File: src/port_io_consts.svh
// Offsets, field positions and reset values of the port block
// Assumes inclusion by bare name from the module files; the package does not include it
`ifndef PORT_IO_CONSTS_SVH
`define PORT_IO_CONSTS_SVH
// ----------------------------------------
// Register addresses (special-function space)
// ----------------------------------------
`define ADDR_PORT0_DATA    8'h80
`define ADDR_PORT0_MODE    8'hA4
`define ADDR_PORT2_DATA    8'hA0
`define ADDR_PORT2_MODE    8'hA6
`define ADDR_PORT3_DATA    8'hB0
`define ADDR_PORT3_MODE    8'hA7
`define ADDR_GLOBAL_CTRL   8'hE2
// ----------------------------------------
// Global control fields and resets
// ----------------------------------------
`define GCTL_PULLUP_DIS_BIT 7
`define GCTL_INPUT_EN_BIT   6
`define GCTL_CLKOUT_BIT     0
`define GCTL_RESET          8'h40
`define GCTL_WRITE_MASK     8'hC1
`define LATCH_RESET         8'hFF
`define MODE_RESET          8'h00
// ----------------------------------------
// Implemented pin masks per port
// ----------------------------------------
`define PORT0_MASK          8'hFF
`define PORT2_MASK          8'h3F
`define PORT3_MASK          8'h01
// Pin positions of the fixed special signals on port 0
`define P0_CLKOUT_PIN       0
`define P0_EXTCLK_PIN       3
`define P0_TX_PIN           4
`define P0_RX_PIN           5
`endif

File: src/port_io_pkg.sv
// Types shared by the port block files
// Assumes port_io_consts.svh is on the include path
`default_nettype none
package port_io_pkg;
    // One processor access to the special-function space
    typedef struct packed {
        logic       wr;        // Byte or bit write
        logic       rd;        // Byte or bit read of pins
        logic       rmw;       // Read of latch for modify-write
        logic       bit_op;    // Bit access instead of byte
        logic [2:0] bit_sel;   // Bit number for bit access
        logic [7:0] addr;      // Register address
        logic [7:0] wdata;     // Byte data, or bit value in [0]
    } sfr_req_t;
    // Pad drive for one port
    typedef struct packed {
        logic [7:0] out_val;   // Level driven when enabled
        logic [7:0] out_en;    // Driver enabled
        logic [7:0] pullup_en; // Weak pullup enabled
    } pad_drive_t;
    typedef enum logic [1:0] {
        PORT0_SEL,
        PORT2_SEL,
        PORT3_SEL
    } port_sel_t;
endpackage : port_io_pkg
`default_nettype wire

File: src/port_io_pin_control.sv
// Port pin control: latches, output modes, global control, special signals
// Assumes one processor access per cycle on core_clk; pads resolve drive outside
//
// What this block does
// - Each port 0 pin has a mode bit: 0 open-drain, 1 push-pull.
// - Port 2 has six pins, bits 5..0, same mode encoding.
// - Open-drain: low driver on for latch 0, never drive high.
// - Push-pull: exactly one driver on, following the latch.
// - Weak pullup only when not disabled, open-drain, latch 1.
// - Global pullup-disable bit 7 turns every weak pullup off.
// - Global input enable bit 6 gates all pin input paths.
// - Port data reads give 0 while inputs disabled, else pin levels.
// - Port data writes store into the pin latches.
// - Read-modify-write operations read latches, not pins.
// - Port data registers take byte and single-bit access.
// - Global bit 0 drives the inverse of inverted_system_clock_out_div_level onto port 0 pin 0.
// - Port 0 pin 3 feeds the external clock input through the input gate.
// - UART transmit on port 0 pin 4, receive from pin 5.
// - Port 0 pin 4 drives UART transmit ANDed with its latch.
// - Idle UART transmit rests high, so pin 4 follows its latch.
`include "port_io_consts.svh"
`default_nettype none
module port_io_pin_control
    import port_io_pkg::*;
#(
    parameter logic [7:0] P0_MASK = `PORT0_MASK,
    parameter logic [7:0] P2_MASK = `PORT2_MASK,
    parameter logic [7:0] P3_MASK = `PORT3_MASK
) (
    input  wire logic       core_clk,          // System clock, 250 MHz
    input  wire logic       rst_n,             // Synchronous reset, low
    input  wire sfr_req_t   sfr_req,           // Processor register access
    output logic [7:0]      sfr_rdata,         // Read data, registered
    input  wire logic       inverted_system_clock_out_div_level,  // System clock level for output
    input  wire logic       uart_tx,           // UART transmit, idle high
    output logic            uart_rx,           // UART receive to core
    output logic            external_clock_input,      // Pin 3 to clock logic
    output logic            external_interrupt0_input, // Pin-driven interrupt level
    input  wire logic [7:0] pad_in_p0,         // Port 0 pad levels
    input  wire logic [7:0] pad_in_p2,         // Port 2 pad levels
    input  wire logic [7:0] pad_in_p3,         // Port 3 pad levels
    output pad_drive_t      pad_p0,            // Port 0 pad drive
    output pad_drive_t      pad_p2,            // Port 2 pad drive
    output pad_drive_t      pad_p3,            // Port 3 pad drive
    output logic [7:0]      pin_in_p0,         // Gated synced port 0 input
    output logic [7:0]      pin_in_p2,         // Gated synced port 2 input
    output logic [7:0]      pin_in_p3          // Gated synced port 3 input
);
    // ----------------------------------------
    // Registers
    // ----------------------------------------
    logic [7:0] port0_data_latch_reg, port0_data_latch_next;
    logic [7:0] port2_data_latch_reg, port2_data_latch_next;
    logic [7:0] port3_data_latch_reg, port3_data_latch_next;
    logic [7:0] port0_output_mode_reg, port0_output_mode_next;
    logic [7:0] port2_output_mode_reg, port2_output_mode_next;
    logic [7:0] port3_output_mode_reg, port3_output_mode_next;
    logic [7:0] global_port_control_reg, global_port_control_next;
    logic [7:0] sfr_rdata_next;
    logic [7:0] sync_p0, sync_p2, sync_p3;

    // ----------------------------------------
    // Global control fields
    // ----------------------------------------
    wire logic weak_pullup_disable    = global_port_control_reg[`GCTL_PULLUP_DIS_BIT];
    wire logic global_input_enable    = global_port_control_reg[`GCTL_INPUT_EN_BIT];
    wire logic clock_output_route_bit = global_port_control_reg[`GCTL_CLKOUT_BIT];

    // ----------------------------------------
    // Address decode
    // ----------------------------------------
    wire logic hit_p0d = sfr_req.addr == `ADDR_PORT0_DATA;
    wire logic hit_p2d = sfr_req.addr == `ADDR_PORT2_DATA;
    wire logic hit_p3d = sfr_req.addr == `ADDR_PORT3_DATA;
    wire logic hit_p0m = sfr_req.addr == `ADDR_PORT0_MODE;
    wire logic hit_p2m = sfr_req.addr == `ADDR_PORT2_MODE;
    wire logic hit_p3m = sfr_req.addr == `ADDR_PORT3_MODE;
    wire logic hit_gc  = sfr_req.addr == `ADDR_GLOBAL_CTRL;
    wire logic [7:0] bit_onehot = 8'h01 << sfr_req.bit_sel;

    // Merge a write into an old value, byte or single bit
    function automatic logic [7:0] merge_write(input logic [7:0] old_val,
                                               input logic [7:0] mask);
        logic [7:0] val;
        val = old_val;
        if (sfr_req.bit_op) begin
            val = sfr_req.wdata[0] ? (old_val | bit_onehot) : (old_val & ~bit_onehot);
        end else begin
            val = sfr_req.wdata;
        end
        return val & mask;
    endfunction : merge_write

    // ----------------------------------------
    // Next values of the writable registers
    // ----------------------------------------
    assign port0_data_latch_next = (sfr_req.wr && hit_p0d)
        ? (merge_write(port0_data_latch_reg, P0_MASK) | ~P0_MASK) : port0_data_latch_reg;
    assign port2_data_latch_next = (sfr_req.wr && hit_p2d)
        ? (merge_write(port2_data_latch_reg, P2_MASK) | ~P2_MASK) : port2_data_latch_reg;
    assign port3_data_latch_next = (sfr_req.wr && hit_p3d)
        ? (merge_write(port3_data_latch_reg, P3_MASK) | ~P3_MASK) : port3_data_latch_reg;
    assign port0_output_mode_next = (sfr_req.wr && hit_p0m)
        ? merge_write(port0_output_mode_reg, P0_MASK) : port0_output_mode_reg;
    assign port2_output_mode_next = (sfr_req.wr && hit_p2m)
        ? merge_write(port2_output_mode_reg, P2_MASK) : port2_output_mode_reg;
    assign port3_output_mode_next = (sfr_req.wr && hit_p3m)
        ? merge_write(port3_output_mode_reg, P3_MASK) : port3_output_mode_reg;
    assign global_port_control_next = (sfr_req.wr && hit_gc)
        ? merge_write(global_port_control_reg, `GCTL_WRITE_MASK) : global_port_control_reg;

    // Register update; reset leaves pins as undriven inputs
    always_ff @(posedge core_clk) begin
        if (!rst_n) begin
            port0_data_latch_reg    <= `LATCH_RESET;
            port2_data_latch_reg    <= `LATCH_RESET;
            port3_data_latch_reg    <= `LATCH_RESET;
            port0_output_mode_reg   <= `MODE_RESET;
            port2_output_mode_reg   <= `MODE_RESET;
            port3_output_mode_reg   <= `MODE_RESET;
            global_port_control_reg <= `GCTL_RESET;
            sfr_rdata               <= 8'h00;
        end else begin
            port0_data_latch_reg    <= port0_data_latch_next;
            port2_data_latch_reg    <= port2_data_latch_next;
            port3_data_latch_reg    <= port3_data_latch_next;
            port0_output_mode_reg   <= port0_output_mode_next;
            port2_output_mode_reg   <= port2_output_mode_next;
            port3_output_mode_reg   <= port3_output_mode_next;
            global_port_control_reg <= global_port_control_next;
            sfr_rdata               <= sfr_rdata_next;
        end
    end

    // ----------------------------------------
    // Input path
    // ----------------------------------------
    pin_sync #(.WIDTH(8)) u_sync_p0 (
        .core_clk (core_clk),
        .rst_n    (rst_n),
        .async_in (pad_in_p0),
        .sync_out (sync_p0)
    );
    pin_sync #(.WIDTH(8)) u_sync_p2 (
        .core_clk (core_clk),
        .rst_n    (rst_n),
        .async_in (pad_in_p2),
        .sync_out (sync_p2)
    );
    pin_sync #(.WIDTH(8)) u_sync_p3 (
        .core_clk (core_clk),
        .rst_n    (rst_n),
        .async_in (pad_in_p3),
        .sync_out (sync_p3)
    );

    // Input gate: disabled inputs read as 0
    assign pin_in_p0 = global_input_enable ? (sync_p0 & P0_MASK) : 8'h00;
    assign pin_in_p2 = global_input_enable ? (sync_p2 & P2_MASK) : 8'h00;
    assign pin_in_p3 = global_input_enable ? (sync_p3 & P3_MASK) : 8'h00;

    // Special inputs from port 0 through the gated path
    assign uart_rx                   = pin_in_p0[`P0_RX_PIN];
    assign external_clock_input      = pin_in_p0[`P0_EXTCLK_PIN];
    assign external_interrupt0_input = pin_in_p0[`P0_EXTCLK_PIN - 1];

    // ----------------------------------------
    // Read data
    // ----------------------------------------
    wire logic [7:0] p0_view = sfr_req.rmw ? port0_data_latch_reg & P0_MASK : pin_in_p0;
    wire logic [7:0] p2_view = sfr_req.rmw ? port2_data_latch_reg & P2_MASK : pin_in_p2;
    wire logic [7:0] p3_view = sfr_req.rmw ? port3_data_latch_reg & P3_MASK : pin_in_p3;
    wire logic [7:0] sel_byte =
        hit_p0d ? p0_view :
        hit_p2d ? p2_view :
        hit_p3d ? p3_view :
        hit_p0m ? port0_output_mode_reg :
        hit_p2m ? port2_output_mode_reg :
        hit_p3m ? port3_output_mode_reg :
        hit_gc  ? global_port_control_reg : 8'h00;
    // Bit access returns the selected bit in bit 0
    assign sfr_rdata_next = !(sfr_req.rd || sfr_req.rmw) ? sfr_rdata :
        sfr_req.bit_op ? {7'h00, sel_byte[sfr_req.bit_sel]} : sel_byte;

    // ----------------------------------------
    // Output path
    // ----------------------------------------
    // Port 0 output value with special signals folded in
    logic [7:0] p0_level;
    always_comb begin
        p0_level = port0_data_latch_reg;
        p0_level[`P0_TX_PIN] = port0_data_latch_reg[`P0_TX_PIN] & uart_tx;
        if (clock_output_route_bit) begin
            p0_level[`P0_CLKOUT_PIN] = ~inverted_system_clock_out_div_level;
        end
    end

    pin_driver #(.PIN_MASK(P0_MASK)) u_drv_p0 (
        .out_level  (p0_level),
        .mode       (port0_output_mode_reg),
        .pullup_dis (weak_pullup_disable),
        .drive      (pad_p0)
    );
    pin_driver #(.PIN_MASK(P2_MASK)) u_drv_p2 (
        .out_level  (port2_data_latch_reg),
        .mode       (port2_output_mode_reg),
        .pullup_dis (weak_pullup_disable),
        .drive      (pad_p2)
    );
    pin_driver #(.PIN_MASK(P3_MASK)) u_drv_p3 (
        .out_level  (port3_data_latch_reg),
        .mode       (port3_output_mode_reg),
        .pullup_dis (weak_pullup_disable),
        .drive      (pad_p3)
    );
endmodule : port_io_pin_control
`default_nettype wire

File: src/pin_sync.sv
// Two-stage synchroniser for a bundle of pad inputs
// Assumes pad levels are asynchronous to core_clk
`include "port_io_consts.svh"
`default_nettype none
module pin_sync #(
    parameter int WIDTH = 8
) (
    input  wire logic             core_clk, // System clock
    input  wire logic             rst_n,    // Synchronous reset, low
    input  wire logic [WIDTH-1:0] async_in, // Raw pad levels
    output logic      [WIDTH-1:0] sync_out  // Synchronised levels
);
    logic [WIDTH-1:0] meta_reg;
    // Two flops; first stage feeds only the second
    always_ff @(posedge core_clk) begin
        if (!rst_n) begin
            meta_reg <= '0;
            sync_out <= '0;
        end else begin
            meta_reg <= async_in;
            sync_out <= meta_reg;
        end
    end
endmodule : pin_sync
`default_nettype wire

File: src/pin_driver.sv
// Drive decode for one port of pins
// Assumes latch and mode come from registers on core_clk
`include "port_io_consts.svh"
`default_nettype none
module pin_driver
    import port_io_pkg::*;
#(
    parameter logic [7:0] PIN_MASK = 8'hFF
) (
    input  wire logic [7:0] out_level,   // Effective output value
    input  wire logic [7:0] mode,        // 1 push-pull, 0 open-drain
    input  wire logic       pullup_dis,  // Global weak pullup disable
    output wire pad_drive_t drive        // Pad controls
);
    // Per-pin driver and pullup decode
    for (genvar i = 0; i < 8; i++) begin : g_pin
        wire logic low_on  = PIN_MASK[i] & ~out_level[i];
        wire logic high_on = PIN_MASK[i] & mode[i] & out_level[i];
        assign drive.out_en[i]    = low_on | high_on;
        assign drive.out_val[i]   = high_on;
        assign drive.pullup_en[i] = PIN_MASK[i] & ~pullup_dis & ~mode[i] & out_level[i];
    end
endmodule : pin_driver
`default_nettype wire

File: config.mk
export PLATFORM = sky130hd
export DESIGN_NAME = port_io_pin_control
export DESIGN_NICKNAME = d
export VERILOG_FILES = /design/src/port_io_pkg.sv /design/src/port_io_pin_control.sv /design/src/pin_sync.sv /design/src/pin_driver.sv
export VERILOG_INCLUDE_DIRS = /design/src
export SDC_FILE = /design/constraint.sdc
export NUM_CORES = 1
export LEC_CHECK = 0
export BUFFER_PORTS_ARGS = -buffer_cell sky130_fd_sc_hd__buf_2
export CORE_ASPECT_RATIO = 0.9
export CORE_MARGIN = 1.5
export CORE_UTILIZATION = 49
export DETAILED_ROUTE_END_ITERATION = 8
export GPL_TIMING_DRIVEN = 1
export PLACE_DENSITY = 0.8
export SLEW_MARGIN = 0
export SYNTH_ARGS = -nofsm -noshare
export SYNTH_HDL_FRONTEND = slang
export SYNTH_SLANG_ARGS = --single-unit
File: constraint.sdc
create_clock -name core_clk -period 1.95 [get_ports core_clk]
set_input_delay 0.0975 -clock core_clk [delete_from_list [all_inputs] [get_ports core_clk]]
set_output_delay 0.0975 -clock core_clk [all_outputs]
set_load 0.01 [all_outputs]
==> results.sh <==
export IMPL_grt_max_degree=73
export IMPL_synth_top_area_share_pct=34.98
export IMPL_setup_violations=0
export IMPL_antenna_found_initial=0
export IMPL_outcome="finished, violations left"
export IMPL_cp_start_kind="register"
export IMPL_die_area_um2=8850
export IMPL_hold_viol_final=0
export IMPL_arrival_ns=2.01
export IMPL_placement_io_buffers=112
export IMPL_synthArstFlopShare_pct=0
export IMPL_dieWidth_um=99.00
export IMPL_synth_cell_type_count=53
export IMPL_gr_total_overflow=0
export IMPL_syn_avg_cell_area_um2=8.260
export IMPL_synth_seq_cells=71
export IMPL_die_y_um=89.40
export IMPL_firstDrtPassIters=8
export IMPL_synth_top_area_cell="dfxtp_1"
export IMPL_yosysMostFrequentCell="dfxtp_1"
export IMPL_synth_edf_count=0
export IMPL_htreeDepth=3
export IMPL_crit_fanout=19
export IMPL_via_count=3785
export IMPL_initial_core_util_pct=50.62
export IMPL_critPathKind="reg -> reg"
export IMPL_rsz0062_at_grt="false"
export IMPL_fp_coreArea_um2=8029
export IMPL_synth_seq_area_share_pct=34.98
export IMPL_io_pins=158
export IMPL_clock_sinks=71
export IMPL_cts_made_buffers=9
export IMPL_insertedDiodeCount=0
export IMPL_gp_congestion=0.9476
export IMPL_wl_um=10850
export IMPL_via_per_inst=5.384
export IMPL_clock_latency_ns=0.36
export IMPL_pre_cts_slack_ns=-0.07482
export IMPL_min_period_over_period_pct=91.19
export IMPL_hp_class="in -> reg"
export IMPL_drt_iter0_drc=316
export IMPL_synthTopCellsByArea="dfxtp_1, buf_4, and2_1"
export IMPL_tritoncts="built"
export IMPL_first_global_vias=3385
export IMPL_grt_total_usage_pct=24.59
export IMPL_comb_power_share_pct=11.6
export IMPL_wl_per_cell_um=15.43
export IMPL_fmax_mhz=562.4
export IMPL_clock_skew_ns=0.006248
export IMPL_cts_root_buf="clkbuf_8"
export IMPL_switching_share_pct=24.94
export IMPL_violations="DRC"
export IMPL_slew_violations=0
export IMPL_ys_warn_count=0
export IMPL_p_int_mw=2.381
export IMPL_final_cells=703
export IMPL_slew_headroom_pct=60.75
export IMPL_final_util_pct=60.46
export IMPL_drc=12
export IMPL_p_clk_share_pct=41.5
export IMPL_netSwitchingPower_mw=0.7913
export IMPL_final_nets=650
export IMPL_final_min_clock_period_ns=1.778
export IMPL_synth_cell_area_um2=4064
export IMPL_yosys_top_cells_count="dfxtp_1, and2_1, buf_4"
export IMPL_placedCellCount=672
export IMPL_endpoint_kind="register"
export IMPL_dpl_hpwl_um=7916
export IMPL_drive_above_1_share_pct=27.81
export IMPL_reg2reg_setup_slack_ns=0.17
export IMPL_cts_buffer_depth=2
export IMPL_seq_power_share_pct=46.9
export IMPL_ir_drop_v=0.0004207
export IMPL_timing_final_ws_setup_ns=0.1719
export IMPL_leakagePower_nw=2.332
export IMPL_synth_ff_type="dfxtp_1"
export IMPL_cp_required_ns=2.18
export IMPL_tightest_slew_ns=0.5888
export IMPL_path_clk_slew_ns=0.07
export IMPL_antenna_left=0
export IMPL_syn_to_final_growth_pct=19.46
export IMPL_cap_violations=0
export IMPL_syn_inst=492
export IMPL_row_count=31
export IMPL_grt_pass1_wl_um=16880
export IMPL_powerDensity_nw_per_um2=653.5
==> power groups by stage <==
stage               clock, mW  combinational, mW  sequential (mW)
floorplan                   0              0.275             1.52
CTS                      1.33              0.360             1.49
global route             1.39              0.402             1.49
finish                   1.32              0.368             1.49
detailed placement          0              0.336             1.52
global placement            0              0.330             1.52
==> stage by stage <==
step                setup TNS [ns]  hold slack (ns)  cell area, µm²  power (mW)
floorplan                        0           0.2248            4195       1.793
global placement          -0.01815           0.3027            4481       1.850
detailed placement         -0.3028           0.3056            4481       1.857
CTS                              0           0.1610            4853       3.174
global route                     0           0.1983            4855       3.285
finish                           0           0.1713            4855       3.173
==> worst max-delay path, stage by stage (launching register included) <==
cell      delay, ns
dfxtp_2        0.41
and2_1         0.19
a32o_1         0.24
a311oi_1       0.45
a221o_1        0.26
o211ai_2       0.10
==> cells in the final DEF, fill, tap and decap left out, drive strengths merged, types with 2 or more instances in the layout <==
cell and count:
a211o 5, a22oi 3, mux2 8, nand4 3, and2 58, nor2b 18
dfxtp 71, o221a 4, o21ai 22, nor3 5, mux2i 15, nand2b 17
nand3 11, bufinv 2, clkinv 2, nor3b 3, o21a 2, a31oi 3
o2bb2ai 2, and3 5, dlygate4sd3 15, nand3b 4, conb 36, a21oi 18
o211ai 15, a32oi 6, a41oi 4, nor4 2, nor2 42, a211oi 3
a21boi 6, inv 10, buf 131, nand2 30, clkbuf 11
==> cell type report <==
cell class | instances | area [µm²]
multi-input combinational | 361 | 2195
timing repair buffer | 146 | 853.3
tap | 99 | 123.9
clock buffer | 11 | 141.4
fill | 750 | 3174
inverter | 10 | 37.54
sequential | 71 | 1423
clock inverter | 5 | 81.33
==> per-layer routing <==
| metal | GRT usage [%] | wire length, µm |
|---|---|---|
| met5 | 0 | 0 |
| met4 | 11.82 | 318 |
| met3 | 5.786 | 928 |
| met2 | 39.12 | 4853 |
| met1 | 31.84 | 4744 |
==> path summary, 6_finish.rpt <==
kind | startpoint | to | cells after the start
setup / recovery | register | sfr_rdata[0] | 5
hold / removal | sfr_req[0] | register | 3
setup reg to reg | register | sfr_rdata[0] | 5
hold reg to reg | u_sync_p0.meta_reg[7] | u_sync_p0.sync_out[7] | 1
==> timing repair <==
item,in CTS,in global routing
gates resized for setup,0,1
hold buffers,15,0
endpoints found under the setup margin,0,1
setup buffers,0,0
hold endpoints to repair,15,0
==> kinds of logic after synthesis <==
logic type	Yosys count	synth area share, %
multiplexers	23	5.911
AND/OR/NAND/NOR	202	27.40
buffers and inverters	95	14.26
other	1	0.09228
flip-flops	71	34.98
AO/OA/AOI/OAI	100	17.36
(Power assumes the default switching activity.)
